$ cat src/hdl/vrc_pkg.sv
/*
  Constants, register map and state types for the vicinity RF symbol codec.
  Assumes a 20 MHz system clock and a carrier reference that is slower than half of it.
*/
package vrc_pkg;

  // ----------------------------------------------------------------------
  // Timing
  // ----------------------------------------------------------------------
  localparam int CLK_KHZ       = 20000;
  localparam int CLK_PERIOD_NS = 1000000 / CLK_KHZ;
  localparam int PWRUP_NS      = 100000;                   // 0.1 ms
  localparam int GUARD_NS      = 311500;                   // 311.5 us
  localparam int PWRUP_CYC     = PWRUP_NS / CLK_PERIOD_NS;
  localparam int GUARD_CYC     = GUARD_NS / CLK_PERIOD_NS;
  localparam int BLK_W         = 13;

  // Request side, in carrier cycles
  localparam int SLOT_TICKS    = 256;                      // 18.88 us slot
  localparam int HALF_TICKS    = SLOT_TICKS / 2;
  localparam int SOF256_HALVES = 4;
  localparam int SOF4_HALVES   = 6;
  localparam int SOF_TOL       = 64;
  localparam int SOF_TIMEOUT   = 8 * HALF_TICKS;
  localparam int SOFEND_TICKS  = 2 * HALF_TICKS;

  // Response side, in carrier cycles per subcarrier pulse and pulses per half-bit
  localparam logic [4:0] PER_FS1   = 5'h1f;                // period minus one, carrier/32
  localparam logic [4:0] PER_FS2   = 5'h1b;                // period minus one, carrier/28
  localparam logic [5:0] NP_FS1    = 6'h08;
  localparam logic [5:0] NP_FS2    = 6'h09;
  localparam int         LOW_SHIFT = 2;

  // ----------------------------------------------------------------------
  // Register map
  // ----------------------------------------------------------------------
  localparam logic [7:0] ADDR_CTRL   = 8'h00;
  localparam logic [7:0] ADDR_STATUS = 8'h04;
  localparam logic [7:0] ADDR_RXDATA = 8'h08;
  localparam logic [7:0] ADDR_TXDATA = 8'h0c;
  localparam int         CTRL_RX_EN  = 0;
  localparam int         CTRL_FAST   = 1;
  localparam logic [1:0] CTRL_RST    = 2'h1;
  localparam int         TX_LAST_BIT = 8;
  localparam logic [1:0] RESP_OKAY   = 2'h0;
  localparam logic [1:0] RESP_SLVERR = 2'h2;

  typedef enum logic [1:0] {RX_IDLE, RX_SOF, RX_SOFEND, RX_DATA} vrc_rx_state_t;
  typedef enum logic [1:0] {TX_IDLE, TX_HALF1, TX_HALF2} vrc_tx_state_t;

endpackage

$ cat src/hdl/vrc_codec.sv
/*
  Vicinity RF symbol codec: pulse-position request decoder and Manchester
  subcarrier response encoder, with an AXI4-Lite register slave.
  Assumes a demodulated pause level and a carrier reference from the analog
  front end, both asynchronous to clk, and software that frames responses.
*/
// What this block does
// RL1 - Decode pauses of either modulation depth
// RL2 - 256-slot mode: slot index gives byte value
// RL3 - Pause sampled in second slot half
// RL4 - First slot 00h, last slot FFh
// RL5 - 4-slot mode: two bits, LSB pair first
// RL6 - Accept requests 311.5 us after response
// RL7 - Receiver ready 0.1 ms after power-up
// RL8 - Start delimiter selects coding; common end
// RL9 - Delimiters found by code violation
// RL10 - First flag bit picks subcarrier count
// RL11 - Subcarriers carrier/32, carrier/28, phase continuous
// RL12 - Second flag bit picks rate; fast doubles
// RL13 - Bit periods follow rate and subcarriers
// RL14 - Manchester; low rate times four
// RL15 - High one-sub zero: pulses then gap
// RL16 - High one-sub one: gap then pulses
// RL17 - Fast one-sub halves counts and times
// RL18 - Low one-sub zero: 32 pulses, gap
// RL19 - Low one-sub one: gap, 32 pulses
// RL20 - Low fast: 16 pulses, 37.76 us gap
// RL21 - High two-sub: 8 fs1 / 9 fs2
// RL22 - Low two-sub: 32 fs1 / 36 fs2
// RL23 - Fast replies always use one subcarrier
`timescale 1ns/1ps

module vrc_codec #(
  parameter int GUARD_CYCLES = vrc_pkg::GUARD_CYC
) (
  input  wire logic       clk,
  input  wire logic       rstn,
  input  wire logic       carrier,
  input  wire logic       rx_pause,
  output      logic       load_mod,
  input  wire logic [7:0] s_axi_awaddr,
  input  wire logic       s_axi_awvalid,
  output      logic       s_axi_awready,
  input  wire logic [31:0] s_axi_wdata,
  input  wire logic [3:0] s_axi_wstrb,
  input  wire logic       s_axi_wvalid,
  output      logic       s_axi_wready,
  output      logic [1:0] s_axi_bresp,
  output      logic       s_axi_bvalid,
  input  wire logic       s_axi_bready,
  input  wire logic [7:0] s_axi_araddr,
  input  wire logic       s_axi_arvalid,
  output      logic       s_axi_arready,
  output      logic [31:0] s_axi_rdata,
  output      logic [1:0] s_axi_rresp,
  output      logic       s_axi_rvalid,
  input  wire logic       s_axi_rready
);
  import vrc_pkg::*;

  function automatic logic addr_hit(input logic [7:0] a);
    addr_hit = (a == ADDR_CTRL) || (a == ADDR_STATUS) || (a == ADDR_RXDATA) ||
               (a == ADDR_TXDATA);
  endfunction

  // ----------------------------------------------------------------------
  // Synchronisers and carrier tick
  // ----------------------------------------------------------------------
  logic [1:0] car_sync;
  logic       car_last;
  logic [1:0] pau_sync;
  logic       pau_prev;
  logic       pau_taken;

  // Both pins are asynchronous; only the second stage is ever looked at
  always_ff @(posedge clk or negedge rstn) begin
    if (!rstn) begin
      car_sync <= 2'h0;
      car_last <= 1'b0;
      pau_sync <= 2'h0;
    end else begin
      car_sync <= {car_sync[0], carrier};
      car_last <= car_sync[1];
      pau_sync <= {pau_sync[0], rx_pause};
    end
  end

  wire tick      = car_sync[1] & ~car_last;
  wire pause_lvl = pau_sync[1];
  // A pause must persist over two carrier edges; a shallow dip rejects glitches
  wire pau_evt   = tick & pause_lvl & pau_prev & ~pau_taken;   // RL1

  always_ff @(posedge clk or negedge rstn) begin
    if (!rstn) begin
      pau_prev  <= 1'b0;
      pau_taken <= 1'b0;
    end else if (tick) begin
      pau_prev  <= pause_lvl;
      pau_taken <= pause_lvl & pau_prev;
    end
  end

  // ----------------------------------------------------------------------
  // Register state and receive gating
  // ----------------------------------------------------------------------
  logic [1:0]       ctrl;
  logic [BLK_W-1:0] blk;
  vrc_tx_state_t    tx_state;
  logic             tx_last;
  logic             tx_done;
  wire              tx_busy  = (tx_state != TX_IDLE);
  wire              rx_ready = (blk == '0) & ~tx_busy & ctrl[CTRL_RX_EN];

  // Blocking window: power-up delay after reset, guard after a final byte
  always_ff @(posedge clk or negedge rstn) begin
    if (!rstn) begin
      blk <= BLK_W'(PWRUP_CYC);                               // RL7
    end else if (tx_done && tx_last) begin
      blk <= BLK_W'(GUARD_CYCLES);                            // RL6
    end else if (blk != '0) begin
      blk <= blk - 1'b1;
    end
  end

  // ----------------------------------------------------------------------
  // Request decoder
  // ----------------------------------------------------------------------
  vrc_rx_state_t rx_state;
  logic [15:0]   pos;
  logic          mode256;
  logic          got;
  logic [1:0]    pair;
  logic [7:0]    shreg;
  logic          first_byte;
  logic          two_sub;
  logic          high_rate;
  logic [7:0]    rx_byte;
  logic          rx_valid;

  // Spacing of the second delimiter pause tells the coding mode apart
  wire is256 = (pos >= 16'(SOF256_HALVES * HALF_TICKS - SOF_TOL)) &&
               (pos <= 16'(SOF256_HALVES * HALF_TICKS + SOF_TOL));    // RL9
  wire is4   = (pos >= 16'(SOF4_HALVES * HALF_TICKS - SOF_TOL)) &&
               (pos <= 16'(SOF4_HALVES * HALF_TICKS + SOF_TOL));      // RL9
  wire pos_wrap  = mode256 ? (pos == 16'hffff) : (pos[9:0] == 10'h3ff);
  wire second_hf = pos[7];                                            // RL3
  wire data_take = (rx_state == RX_DATA) & pau_evt & second_hf & ~got;
  wire byte_done = data_take & (mode256 | (pair == 2'h3));
  // Slot index is the value; pairs shift in from the top so the first lands lowest
  wire [7:0] next_byte = mode256 ? pos[15:8] : {pos[9:8], shreg[7:2]}; // RL2 RL4 RL5

  // Frame sequencer: delimiter, then a symbol grid counted in carrier cycles
  always_ff @(posedge clk or negedge rstn) begin
    if (!rstn) begin
      rx_state <= RX_IDLE;
      pos      <= 16'h0;
      mode256  <= 1'b0;
      got      <= 1'b0;
    end else if (!rx_ready) begin
      rx_state <= RX_IDLE;
    end else begin
      unique case (rx_state)
        RX_IDLE: begin
          if (pau_evt) begin
            rx_state <= RX_SOF;
            pos      <= 16'h0;
          end
        end
        RX_SOF: begin
          if (pau_evt && (is256 || is4)) begin
            rx_state <= RX_SOFEND;
            mode256  <= is256;                                // RL8
            pos      <= 16'h0;
          end else if (pau_evt || pos > 16'(SOF_TIMEOUT)) begin
            rx_state <= RX_IDLE;
          end else if (tick) begin
            pos <= pos + 16'h1;
          end
        end
        RX_SOFEND: begin
          if (tick && pos == 16'(SOFEND_TICKS - 1)) begin
            rx_state <= RX_DATA;
            pos      <= 16'h0;
            got      <= 1'b0;
          end else if (tick) begin
            pos <= pos + 16'h1;
          end
        end
        RX_DATA: begin
          // A pause in a first half-slot is the code violation closing the frame
          if (pau_evt && (!second_hf || got)) begin
            rx_state <= RX_IDLE;                              // RL8 RL9
          end else if (tick) begin
            if (pos_wrap) begin
              pos <= 16'h0;
              got <= 1'b0;
              if (!got && !pau_evt) begin
                rx_state <= RX_IDLE;
              end
            end else begin
              pos <= pos + 16'h1;
              got <= got | pau_evt;
            end
          end
        end
      endcase
    end
  end

  wire rd_rx = s_axi_arvalid & ~s_axi_rvalid & (s_axi_araddr == ADDR_RXDATA);

  // Byte assembly and header flag capture
  always_ff @(posedge clk or negedge rstn) begin
    if (!rstn) begin
      pair       <= 2'h0;
      shreg      <= 8'h0;
      first_byte <= 1'b0;
      two_sub    <= 1'b0;
      high_rate  <= 1'b0;
      rx_byte    <= 8'h0;
      rx_valid   <= 1'b0;
    end else begin
      if (rx_state == RX_SOFEND) begin
        pair       <= 2'h0;
        first_byte <= 1'b1;
      end else if (data_take) begin
        pair  <= pair + 2'h1;                                 // RL5
        shreg <= next_byte;
      end
      if (byte_done) begin
        rx_byte    <= next_byte;
        first_byte <= 1'b0;
      end
      if (byte_done && first_byte) begin
        two_sub   <= next_byte[0];                            // RL10
        high_rate <= next_byte[1];                            // RL12
      end
      // A byte landing in the same cycle as the read keeps its flag
      rx_valid <= byte_done | (rx_valid & ~rd_rx);
    end
  end

  // ----------------------------------------------------------------------
  // Response encoder
  // ----------------------------------------------------------------------
  logic [7:0] tx_sh;
  logic [2:0] tx_bit;
  logic [4:0] tcnt;
  logic [5:0] pcnt;
  logic       t_two;
  logic       t_low;
  logic       t_fast;
  // Set by a start until the first carrier tick, so the first pulse is full length
  logic       tx_arm;

  wire wr_go    = s_axi_awvalid & s_axi_wvalid & ~s_axi_bvalid;
  wire tx_start = wr_go & (s_axi_awaddr == ADDR_TXDATA) & s_axi_wstrb[0] & ~tx_busy;
  wire half1    = (tx_state == TX_HALF1);
  wire cur_bit  = tx_sh[0];
  // Logic 0 puts the carrier/32 burst first; logic 1 puts it last
  wire use_fs2  = t_two & (half1 ? cur_bit : ~cur_bit);             // RL21 RL22
  wire mod_on   = t_two | (half1 ? ~cur_bit : cur_bit);             // RL14 RL15 RL16
  wire [4:0] per_m1  = use_fs2 ? PER_FS2 : PER_FS1;                 // RL11
  wire [5:0] np_base = use_fs2 ? NP_FS2 : NP_FS1;
  // Low rate multiplies pulse counts by four; fast halves them
  wire [5:0] np_low  = t_low ? 6'(np_base << LOW_SHIFT) : np_base;  // RL14 RL18 RL19 RL22
  wire [5:0] np_all  = t_fast ? (np_low >> 1) : np_low;             // RL17 RL20
  wire pulse_end = (tcnt == per_m1);
  wire half_end  = pulse_end & (pcnt == np_all - 6'h1);             // RL13
  // Square subcarrier: high for the first half of each pulse period
  wire next_load = tx_busy & ~tx_arm & mod_on & (tcnt <= (per_m1 >> 1)); // RL11

  assign tx_done = tick & (tx_state == TX_HALF2) & half_end & (tx_bit == 3'h7);

  // Bit sequencer; counters restart only at pulse edges, so a switch of
  // subcarrier keeps the phase continuous
  always_ff @(posedge clk or negedge rstn) begin
    if (!rstn) begin
      tx_state <= TX_IDLE;
      tx_sh    <= 8'h0;
      tx_bit   <= 3'h0;
      tx_last  <= 1'b0;
      tcnt     <= 5'h0;
      pcnt     <= 6'h0;
      t_two    <= 1'b0;
      t_low    <= 1'b0;
      t_fast   <= 1'b0;
      load_mod <= 1'b0;
      tx_arm   <= 1'b0;
    end else begin
      load_mod <= next_load;
      if (tx_start) begin
        tx_state <= TX_HALF1;
        tx_sh    <= s_axi_wdata[7:0];
        tx_last  <= s_axi_wdata[TX_LAST_BIT] & s_axi_wstrb[1];
        tx_bit   <= 3'h0;
        tcnt     <= 5'h0;
        pcnt     <= 6'h0;
        t_fast   <= ctrl[CTRL_FAST];                          // RL12
        t_two    <= two_sub & ~ctrl[CTRL_FAST];               // RL10 RL23
        t_low    <= ~high_rate;                               // RL12
        tx_arm   <= 1'b1;
      end else if (tick && tx_arm) begin
        // A start lands anywhere between ticks; counting from here keeps
        // every pulse and half-bit on the carrier grid
        tx_arm <= 1'b0;                                       // RL11 RL13
      end else if (tick && tx_busy) begin
        tcnt <= pulse_end ? 5'h0 : tcnt + 5'h1;
        if (half_end) begin
          pcnt <= 6'h0;
          if (half1) begin
            tx_state <= TX_HALF2;
          end else if (tx_bit == 3'h7) begin
            tx_state <= TX_IDLE;
          end else begin
            tx_state <= TX_HALF1;
            tx_sh    <= {1'b0, tx_sh[7:1]};
            tx_bit   <= tx_bit + 3'h1;
          end
        end else if (pulse_end) begin
          pcnt <= pcnt + 6'h1;
        end
      end
    end
  end

  // ----------------------------------------------------------------------
  // AXI4-Lite slave
  // ----------------------------------------------------------------------
  // Address and data are taken together; one beat each, answered next cycle
  assign s_axi_awready = wr_go;
  assign s_axi_wready  = wr_go;
  wire rd_go = s_axi_arvalid & ~s_axi_rvalid;
  assign s_axi_arready = rd_go;

  wire [31:0] status_word = {26'h0, high_rate, two_sub, tx_busy, rx_ready, mode256,
                             rx_state != RX_IDLE};
  wire [31:0] rd_word =
    (s_axi_araddr == ADDR_CTRL)   ? {30'h0, ctrl} :
    (s_axi_araddr == ADDR_STATUS) ? status_word :
    (s_axi_araddr == ADDR_RXDATA) ? {23'h0, rx_valid, rx_byte} : 32'h0;

  // Write response and control register
  always_ff @(posedge clk or negedge rstn) begin
    if (!rstn) begin
      ctrl         <= CTRL_RST;
      s_axi_bvalid <= 1'b0;
      s_axi_bresp  <= RESP_OKAY;
    end else begin
      if (wr_go) begin
        s_axi_bvalid <= 1'b1;
        s_axi_bresp  <= addr_hit(s_axi_awaddr) ? RESP_OKAY : RESP_SLVERR;
      end else if (s_axi_bready) begin
        s_axi_bvalid <= 1'b0;
      end
      if (wr_go && s_axi_awaddr == ADDR_CTRL && s_axi_wstrb[0]) begin
        ctrl <= s_axi_wdata[1:0];
      end
    end
  end

  // Read response
  always_ff @(posedge clk or negedge rstn) begin
    if (!rstn) begin
      s_axi_rvalid <= 1'b0;
      s_axi_rdata  <= 32'h0;
      s_axi_rresp  <= RESP_OKAY;
    end else if (rd_go) begin
      s_axi_rvalid <= 1'b1;
      s_axi_rdata  <= rd_word;
      s_axi_rresp  <= addr_hit(s_axi_araddr) ? RESP_OKAY : RESP_SLVERR;
    end else if (s_axi_rready) begin
      s_axi_rvalid <= 1'b0;
    end
  end

endmodule

$ cat config.mk
export PLATFORM = sky130hd
export DESIGN_NAME = vrc_codec
export DESIGN_NICKNAME = d
export VERILOG_FILES = /design/src/hdl/vrc_pkg.sv /design/src/hdl/vrc_codec.sv
export SDC_FILE = /design/constraint.sdc
export NUM_CORES = 1
export LEC_CHECK = 0
export ABC_AREA = 1
export BUFFER_PORTS_ARGS = -buffer_cell sky130_fd_sc_hd__buf_4
export CORE_AREA = 2 2 168 170
export CTS_CLUSTER_DIAMETER = 50
export DETAILED_ROUTE_END_ITERATION = 8
export DIE_AREA = 0 0 170 172
export PLACE_DENSITY = 0.46
export SYNTH_ARGS = -nofsm -noshare
export SYNTH_HDL_FRONTEND = slang
export SYNTH_SLANG_ARGS = --single-unit
$ cat constraint.sdc
create_clock -name clk -period 1.8 [get_ports clk]
set_input_delay 0.36 -clock clk [delete_from_list [all_inputs] [get_ports clk]]
set_output_delay 0.36 -clock clk [all_outputs]
set_load 0.05 [all_outputs]
==> summary.txt, run 1 <==
status: complete, but fails checks
failing checks: negative setup slack
clk slew on worst S/H paths: 90 ps
global route overflow: 0
Syn Area/Cell: 7.05 um2
Cell Chain, Critical Path: inv_2 > ha_4 > nand2_4 > nor2_4 > nand4_1 > o21ai_1 > nand2_2 > nand3_4 > nand4_4 > o21ai_2
minimum clock period: 1920 ps
Die Y: 172 um
Pleak: 0.00474 uW
Placer Congestion: 0.810
Main synth FF type: dfrtp_1
DR pass1 iterations: 5
Finished Core Util: 0.359
clock skew: 15.7 ps
Hold Vio Cnt, Final: 0
R2R depth: 10
Min Hold Slack: 82.3 ps
reg-to-reg endpoint: pos[8]
CTS tree: yes
Seq cells post-synth: 105
VDD IR max: 0.000457 V
total length of routed wires: 20000 um
vias in the first global route: 6562
HP Class: primary input to register
# diodes: 0
Seq/Total Area, Yosys: 0.388
slowest cell on the critical path: dfrtp_2
Post-synth EDFFs: 0
minimum setup slack after placement: -287 ps
Core ar.: 27500 um2
Die W: 170 um
f_max: 521 MHz
total die area: 29200 um2
Global Route met3 Usage: 0.0165
layout cells sized above 1: 0.367
Max-Cap Viols: 0
largest net degree at the start of global routing: 51
Port-buffer cells: 52
netlist area before placement: 6800 um2
met1 usage in global routing: 0.196
crit end category: register
r2r setup slk: -120 ps
Nets: 1255
initial core utilization: 0.248
first-pass GRT wire length: 33100 um
fin worst setup slack: -119 ps
worst endpoint required time: 2090 ps
Hold Crit Start: carrier
critical setup path kind: register to register
Post-synth ARST share: 1.00
crit path max fanout: 8
Slew headroom: 0.588
max-slew violation count: 0
Top delay family on crit path: simple AND/OR/NAND/NOR gates
Core Rows: 61
CTS root buffer: clkbuf_16
GR met2 Demand/Resource: 0.236
WP depth: 10
Worst Hold End: car_sync[0]
Worst Max-Slew Pin Slew: 617 ps
hold path depth: 1
Final Power: 5270 uW
Setup-failing EPs final: 39
WP buf/inv: 1
Pwr Density: 534 nW/um2
IO Pins: 103
Setup crit start kind: register
Finished Layout Cells: 1534
Final ANT Viol Nets: 0
DR WL/cell: 13.1 um
period utilization: 1.07
DR iter-0 viols: 410
htree depth: 3
RSZ-0062 raised after global routing: true
Synth Warn #: 0
Yosys cell types: 45
post-DP HPWL: 14400 um
maximum buffer depth of the clock tree: 2
CTS buffer count: 9
Critical Path AT: 2210 ps
reg2reg start: pos[0]
Synth Instances: 965
filler cell count: 2900
Total Routing Usage GR: 0.142
initial antenna violation count: 0
Via density: 4.41
Worst-Skew Late Latency: 380 ps
GR peak layer: met2
clk sinks: 105
DRC Markers: 0
Vias: 6772
synthesis-to-finish area growth: 45.1%
worst stage delay on the critical path: 460 ps
placed insts: 1477
-- Yosys cell counts, types with 3 or more instances --
library cell / instances / area [um2]
nand2_1: 292 / 1100
inv_1: 116 / 435
dfrtp_1: 98 / 2450
nor2_1: 91 / 342
o21ai_0: 76 / 380
nand3_1: 71 / 355
buf_4: 30 / 225
nand4_1: 27 / 169
xor2_1: 17 / 149
a21oi_1: 16 / 80.1
buf_2: 12 / 60.1
ha_1: 11 / 138
nor3_1: 11 / 55.1
clkbuf_1: 9 / 33.8
dfstp_2: 7 / 184
nand2_2: 7 / 43.8
or2_2: 6 / 37.5
inv_2: 5 / 18.8
nand3b_1: 5 / 37.5
nor2_2: 5 / 31.3
xnor2_1: 5 / 43.8
nor3_2: 4 / 40.0
o211ai_1: 4 / 30.0
o22ai_1: 4 / 25.0
o31ai_1: 4 / 30.0
buf_6: 3 / 33.8
nand3_2: 3 / 30.0
o21ai_2: 3 / 26.3
-- how the worst max path moves through the flow --
| stage | slack (ps) | endpoint | from |
|---|---|---|---|
| 6_report | -120 | pos[8] | pos[0] |
| 5_1_grt | -250 | tx_sh[2] | tx_sh[0] |
| 4_1_cts | -120 | tx_sh[7] | t_low |
| 3_5_place_dp | -290 | pcnt[3] | s_axi_awaddr[1] |
| 3_3_place_gp | -290 | tx_bit[0] | s_axi_awaddr[1] |
| 2_1_floorplan | -30 | pcnt[2] | s_axi_bvalid |
-- layout by cell type (no fill, tap or decap), types with 25 or more instances in the layout --
| master | count |
|---|---|
| nand3_1 | 59 |
| nand2_2 | 42 |
| dfrtp_1 | 90 |
| nor2_1 | 64 |
| conb_1 | 25 |
| inv_1 | 97 |
| o21ai_0 | 58 |
| buf_4 | 207 |
| nand4_1 | 27 |
| nand2_1 | 246 |
-- routing by layer --
| metal | share of wire | wire, um |
|---|---|---|
| met4 | 0.0097 | 195 |
| met3 | 0.025 | 497 |
| met1 | 0.50 | 9960 |
| met5 | 0 | 0 |
| met2 | 0.47 | 9380 |
-- logic make-up after synthesis --
kind of cell | after synthesis | share of synthesized area
simple gates | 532 | 0.348
other cells | 1 | 0.000551
fa+ha+maj | 11 | 0.0202
mux | 2 | 0.00313
buf+inv | 177 | 0.120
xor+xnor | 22 | 0.0283
compound gates | 115 | 0.0922
flops | 105 | 0.388
-- flip-flops by register name, indices dropped and copies added (netlist names), 3 cells and up --
register	flops
pos	16
blk	13
tx_bit	3
rx_byte	8
s_axi_rdata	9
shreg	6
tcnt	5
tx_sh	8
pcnt	6
-- what timing repair did --
action / in CTS / in global routing
buffers inserted: 21 / 17
pin swaps: 44 / 60
resized for setup: 78 / 125
hold endpoints to repair: 9 / 0
hold buffers: 1 / 0
cloned: 4 / 0
endpoints found under the setup margin: 64 / 70
-- power breakdown --
part           internal [uW]  switching, uW
clock                   1010           1110
sequential              2420           47.4
combinational            243            433
-- metrics by stage --
step           cell area (um2)  TNS (ps)
5_1_grt                   9870     -9810
2_1_floorplan             6990      -283
6_report                  9870     -2340
4_1_cts                   9350     -3590
3_3_place_gp              8570    -10610
3_5_place_dp              8570    -10790
-- area by class of cell --
class                   count  area (um2)  share of cell area
clock buffers               9         225              0.0228
clock inverters             7        86.3             0.00875
inverters                 122         479              0.0485
multi-input cells         710        4080               0.413
flip-flops and latches    105        2650               0.268
well taps                 346         433              0.0439
repair buffers            235        1920               0.195
No activity file was read; power rests on OpenSTA's default activity.
==> run 2, diff against run 1 <==
--- a/config.mk
+++ b/config.mk
@@ -11,7 +11,7 @@
 export CTS_CLUSTER_DIAMETER = 50
 export DETAILED_ROUTE_END_ITERATION = 8
 export DIE_AREA = 0 0 170 172
-export PLACE_DENSITY = 0.46
+export PLACE_DENSITY = 0.44
 export SYNTH_ARGS = -nofsm -noshare
 export SYNTH_HDL_FRONTEND = slang
 export SYNTH_SLANG_ARGS = --single-unit
==> constraint.sdc (replaced) <==
create_clock -name clk -period 2.2 [get_ports clk]
set_input_delay 0.44 -clock clk [delete_from_list [all_inputs] [get_ports clk]]
set_output_delay 0.44 -clock clk [all_outputs]
set_load 0.05 [all_outputs]
==> summary.txt, run 2 (synthesized netlist as in run 1, its figures left out) <==
status: finished clean
Pleak: 0.00404 uW (-15%)
crit path max fanout: 9 (+1)
Clock power frac: 0.430 (+0.026)
HP Class: primary input to async pin
Worst Max-Slew Pin Slew: 532 ps (-84.8 ps)
Nets: 1127 (-10%)
Logic pwr share: 0.104 (-0.024)
largest net degree at the start of global routing: 44 (-14%)
Pwr Density: 527 nW/um2 (-1.3%)
Worst-Skew Late Latency: 370 ps (about the same)
f_max: 479 MHz (-8.0%)
Die Y: 172 um (unchanged)
Port-buffer cells: 52 (unchanged)
CTS buffer count: 9 (unchanged)
Min Hold Slack: 23.2 ps (-59.0 ps)
critical path's most frequent cell: nand2_1
clk sinks: 105 (unchanged)
Final ANT Viol Nets: 0 (unchanged)
Finished Core Util: 0.300 (-0.0592)
htree depth: 3 (unchanged)
total die area: 29200 um2 (unchanged)
Cell Chain, Critical Path: inv_1 > ha_1 > nand2_1 > nor2_4 > nand3_4 > inv_2 > nand3_1 > nor3_4 > buf_6 > nand2_4 > nand2_1 > o21ai_0
filler cell count: 2983 (+2.9%)
Die W: 170 um (unchanged)
critical setup path kind: register to register
Vias: 6213 (-8.3%)
WP depth: 12 (+2)
Seq pwr share: 0.466 (-0.002)
DR iter-0 viols: 345 (-16%)
# diodes: 0 (unchanged)
global route overflow: 0 (unchanged)
first-pass GRT wire length: 30900 um (-6.7%)
DR pass1 iterations: 5 (unchanged)
worst endpoint required time: 2450 ps (+360 ps)
r2r setup slk: 110 ps (+230 ps)
Pint: 3140 uW (-14%)
max reg flops: 16 (unchanged)
Top Registers: pos x16, blk x13, s_axi_rdata x9
FF+latch area: 2640 um2 (-0.24%)
CTS tree: yes
Setup crit end: pos[7]
DRC Markers: 0 (unchanged)
reg-to-reg endpoint: pos[7]
Setup crit start kind: register
WP buf/inv: 3 (+2)
IO Pins: 103 (unchanged)
Hold-fix buffers, CTS: 0 (-1)
Max-Cap Viols: 0 (unchanged)
Worst Setup SP: blk[0]
Critical Path AT: 2340 ps (+130 ps)
multi-input combinational cell area: 3520 um2 (-14%)
clk slew on worst S/H paths: 80 ps (about the same)
period utilization: 0.949 (-0.118)
reg2reg start: blk[0]
Top delay family on crit path: simple AND/OR/NAND/NOR gates
vias in the first global route: 5922 (-9.8%)
post-DP HPWL: 13800 um (-4.1%)
clock skew: 7.43 ps (-8.30 ps)
maximum buffer depth of the clock tree: 2 (unchanged)
Total Routing Usage GR: 0.134 (-0.00842)
Core ar.: 27500 um2 (unchanged)
Via density: 4.42 (about the same)
most common cell after layout, fill and taps aside: nand2_1
total length of routed wires: 18900 um (-5.7%)
worst stage delay on the critical path: 400 ps (-60 ps)
slowest cell on the critical path: dfrtp_1
Hold Vio Cnt, Final: 0 (unchanged)
Slew headroom: 0.636 (+0.0484)
synthesis-to-finish area growth: 21.2%
VDD IR max: 0.000301 V (-34%)
Largest Register: pos
DR WL/cell: 13.4 um (+2.9%)
layout cells sized above 1: 0.178 (-0.189)
Placer Congestion: 0.829 (+2.4%)
max-slew violation count: 0 (unchanged)
Final Power: 4340 uW (-18%)
initial antenna violation count: 0 (unchanged)
Setup-failing EPs final: 0 (-100%)
minimum clock period: 2090 ps (+168 ps)
initial core utilization: 0.248 (unchanged)
sw power: 1200 uW (-25%)
R2R depth: 12 (+2)
Core Rows: 61 (unchanged)
most frequent cells in the layout: nand2_1, inv_1, buf_4, dfrtp_1, nor2_1
Sw Ratio: 0.276 (-0.0260)
CTS root buffer: clkbuf_16
crit end category: register
==> run 2: cell count changes in the layout (fill, tap and decap cells not counted), moves of 17 or more <==
cell | previous run | this run
buf_4 | 207 | 103
nand2_1 | 246 | 286
inv_1 | 97 | 114
buf_6 | 21 | 2
nor2_1 | 64 | 90
nand2_2 | 42 | 12
o21ai_0 | 58 | 75
==> run 2: area by class of cell <==
type,count,area share
sequential,105,0.320
multi-input combinational,709,0.427
clock inverter,7,0.0129
clock buffer,9,0.0273
timing repair buffer,108,0.104
tap,346,0.0525
inverter,122,0.0560
==> run 2: per-layer routing <==
layer	track usage	up-vias	share of wire
li1	-	3206	-
met1	0.181	2893	0.50
met2	0.219	101	0.46
met3	0.0245	13	0.034
met4	0.0372	0	0.013
met5	0	-	0
==> run 2: power by group through the flow <==
stage	clock network [uW]	registers [uW]	logic, uW
CTS	1940	2020	457
floorplan	0	2070	302
global route	2010	2030	506
detailed placement	0	2060	455
finish	1870	2020	453
global placement	0	2060	453
==> run 2: stage by stage <==
stage,setup WS (ps),TNS (ps),instances,area [um2]
finish,113,0,1406,8240
global route,-11.7,-34.6,1406,8240
CTS,84.9,0,1402,8130
detailed placement,56.5,0,1386,7800
global placement,102,0,1386,7800
floorplan,101,0,989,6890
==> run 2: worst min path at each step <==
stage,from,endpoint,slack [ps],cells past startpoint
2_1_floorplan,rstn,blk[0],140,0
3_3_place_gp,pau_sync[0],pau_sync[1],340,0
3_5_place_dp,car_sync[0],car_sync[1],330,0
4_1_cts,rstn,s_axi_bvalid,40,1
5_1_grt,rstn,s_axi_bvalid,50,1
6_report,rstn,s_axi_bvalid,20,1
==> run 2: repair_timing <==
| action | 4_1_cts | 5_1_grt |
|---|---|---|
| setup endpoints to repair | 0 | 50 |
| endpoints found under the hold margin | 0 | 0 |
| buffers inserted | 0 | 2 |
| gates resized for setup | 0 | 24 |
==> run 2: worst reg2reg max path: stages (launching register included) <==
cell     delay [ps]
dfrtp_1         400
inv_1            80
ha_1            170
nand2_1         100
nor2_4          160
nand3_4         110
inv_2           120
nand3_1         130
nor3_4          290
buf_6           160
nand2_4         110
nand2_1          80
o21ai_0          70
==> run 3, diff against run 2 <==
--- a/config.mk
+++ b/config.mk
@@ -7,10 +7,10 @@
 export LEC_CHECK = 0
 export ABC_AREA = 1
 export BUFFER_PORTS_ARGS = -buffer_cell sky130_fd_sc_hd__buf_4
-export CORE_AREA = 2 2 168 170
+export CORE_AREA = 2 2 138 208
 export CTS_CLUSTER_DIAMETER = 50
 export DETAILED_ROUTE_END_ITERATION = 8
-export DIE_AREA = 0 0 170 172
+export DIE_AREA = 0 0 140 210
 export PLACE_DENSITY = 0.44
 export SYNTH_ARGS = -nofsm -noshare
 export SYNTH_HDL_FRONTEND = slang
==> summary.txt, run 3 (synthesized netlist as in run 1, its figures left out) <==
total die area: 29400 um2 (+0.55%)
most common cell after layout, fill and taps aside: nand2_1
slowest cell on the critical path: dfrtp_1
Final ANT Viol Nets: 0 (unchanged)
max reg flops: 16 (unchanged)
htree depth: 3 (unchanged)
DR WL/cell: 14.1 um (+4.8%)
Slew headroom: 0.666 (+0.0296)
max-slew violation count: 0 (unchanged)
placed insts: 1385 (-0.072%)
minimum clock period: 2060 ps (-29.4 ps)
Worst-Skew Late Latency: 360 ps (about the same)
Die Y: 210 um (+22%)
Core Rows: 75 (+23%)
clk slew on worst S/H paths: 80 ps (about the same)
# diodes: 0 (unchanged)
DR top layer: met4
vias in the first global route: 6205 (+4.8%)
global route overflow: 0 (unchanged)
maximum buffer depth of the clock tree: 2 (unchanged)
Max-Cap Viols: 0 (unchanged)
Largest Register: pos
critical path's most frequent cell: nand2_1
crit path max fanout: 9 (unchanged)
initial antenna violation count: 0 (unchanged)
CTS root buffer: clkbuf_16
Min Hold Slack: -5.81 ps (-29.0 ps)
R2R depth: 13 (+1)
metal1 wirelength: 8030 um (-14%)
total length of routed wires: 19800 um (+4.8%)
largest net degree at the start of global routing: 44 (unchanged)
critical setup path kind: register to register
Top Registers: pos x16, blk x13, s_axi_rdata x9
Top delay family on crit path: simple AND/OR/NAND/NOR gates
DRC Markers: 10 (+10)
status: complete, but fails checks
Nets: 1127 (unchanged)
WP buf/inv: 3 (unchanged)
DR WL met2: 10700 um (+25%)
DR pass1 iterations: 7 (+2)
Setup-failing EPs final: 0 (unchanged)
failing checks: design-rule violations, negative hold slack
r2r setup slk: 140 ps (+30 ps)
worst stage delay on the critical path: 400 ps (about the same)
initial core utilization: 0.246 (-0.00185)
met3 wire length: 567 um (-12%)
HP Class: primary input to async pin
VDD IR max: 0.000260 V (-14%)
period utilization: 0.935 (-0.0133)
reg-to-reg endpoint: pos[12]
layout cells sized above 1: 0.175 (-0.00283)
Port-buffer cells: 52 (unchanged)
Die W: 140 um (-18%)
Core ar.: 27700 um2 (+0.75%)
Pwr Density: 503 nW/um2 (-4.4%)
clock skew: 14.4 ps (+6.98 ps)
CTS buffer count: 9 (unchanged)
worst endpoint required time: 2500 ps (+50 ps)
first-pass GRT wire length: 31500 um (+1.7%)
Pleak: 0.00403 uW (-0.35%)
IO Pins: 103 (unchanged)
Hold Vio Cnt, Final: 15 (+15)
f_max: 486 MHz (+1.4%)
WP depth: 13 (+1)
DR iter-0 viols: 302 (-12%)
synthesis-to-finish area growth: 20.6%
Critical Path AT: 2360 ps (+20 ps)
Placer Congestion: 0.897 (+8.2%)
CTS tree: yes
Cell Chain, Critical Path: inv_1 > ha_1 > nand2_1 > nor2_4 > nand3_4 > inv_2 > nand3_1 > nor3_4 > buf_4 > nand2_4 > nor2_1 > nand2_1 > nand2_1
post-DP HPWL: 15000 um (+8.6%)
Vias: 6207 (-0.097%)
crit end category: register
Finished Layout Cells: 1406 (unchanged)
Worst Max-Slew Pin Slew: 501 ps (-31.1 ps)
Via density: 4.41 (about the same)
Setup crit start kind: register
clk sinks: 105 (unchanged)
reg2reg start: blk[0]
Total Routing Usage GR: 0.135 (+0.00143)
most frequent cells in the layout: nand2_1, inv_1, buf_4, dfrtp_1, nor2_1
run 3: changes by cell type in the layout (fill, tap and decap cells not counted), sizes merged:
cell / previous run / this run
inv: 125 / 122
clkinvlp: 1 / 3
bufinv: 2 / 1
clkbuf: 9 / 10
clkinv: 1 / 2
run 3: worst max-delay path by stage:
stage,start,end,slack [ps]
floorplan,s_axi_bvalid,tx_sh[1],100
global placement,s_axi_awaddr[1],tx_sh[7],-50
detailed placement,s_axi_awaddr[1],tx_sh[7],-60
CTS,t_low,blk[5],20
global route,blk[0],pos[11],-20
finish,blk[0],pos[12],140
run 3: repair_timing:
item,in CTS,in global routing
endpoints found under the setup margin,9,45
pin swaps,0,4
resized for setup,1,23
gates cloned,0,2
hold buffers,0,0
setup buffers,0,3
run 3: where the power goes:
| group | total (uW) | leakage [uW] | internal, uW | switching [uW] |
|---|---|---|---|---|
| logic | 448 | 0.00252 | 135 | 313 |
| registers | 2020 | 0.00137 | 1980 | 43.3 |
| clock network | 1660 | 0.000135 | 886 | 774 |
| total | 4130 | 0.00403 | 3000 | 1130 |
run 3: layout make-up:
type                       count  area [um2]
clock buffer                  10         229
tap                          346         433
clock inverter                 6        66.3
multi-input combinational    709        3540
fill                        3030       19500
sequential                   105        2640
inverter                     122         458
timing repair buffer         108         836
run 3: metrics by stage:
stage	setup slack [ps]	TNS (ps)	util	area, um2	power (uW)
after floorplan	101	0	-	6890	2370
after global placement	-48.5	-418	0.281	7780	2510
after detailed placement	-56.5	-489	0.281	7780	2510
after CTS	16.4	0	0.292	8080	4200
after global routing	-19.0	-30.7	0.296	8200	4320
final	142	0	0.296	8200	4130
run 3: metal layers:
layer / up-vias / global-route usage
li1: 3209 / -
met1: 2862 / 0.146
met2: 114 / 0.265
met3: 22 / 0.0207
met4: 0 / 0.0477
met5: - / 0
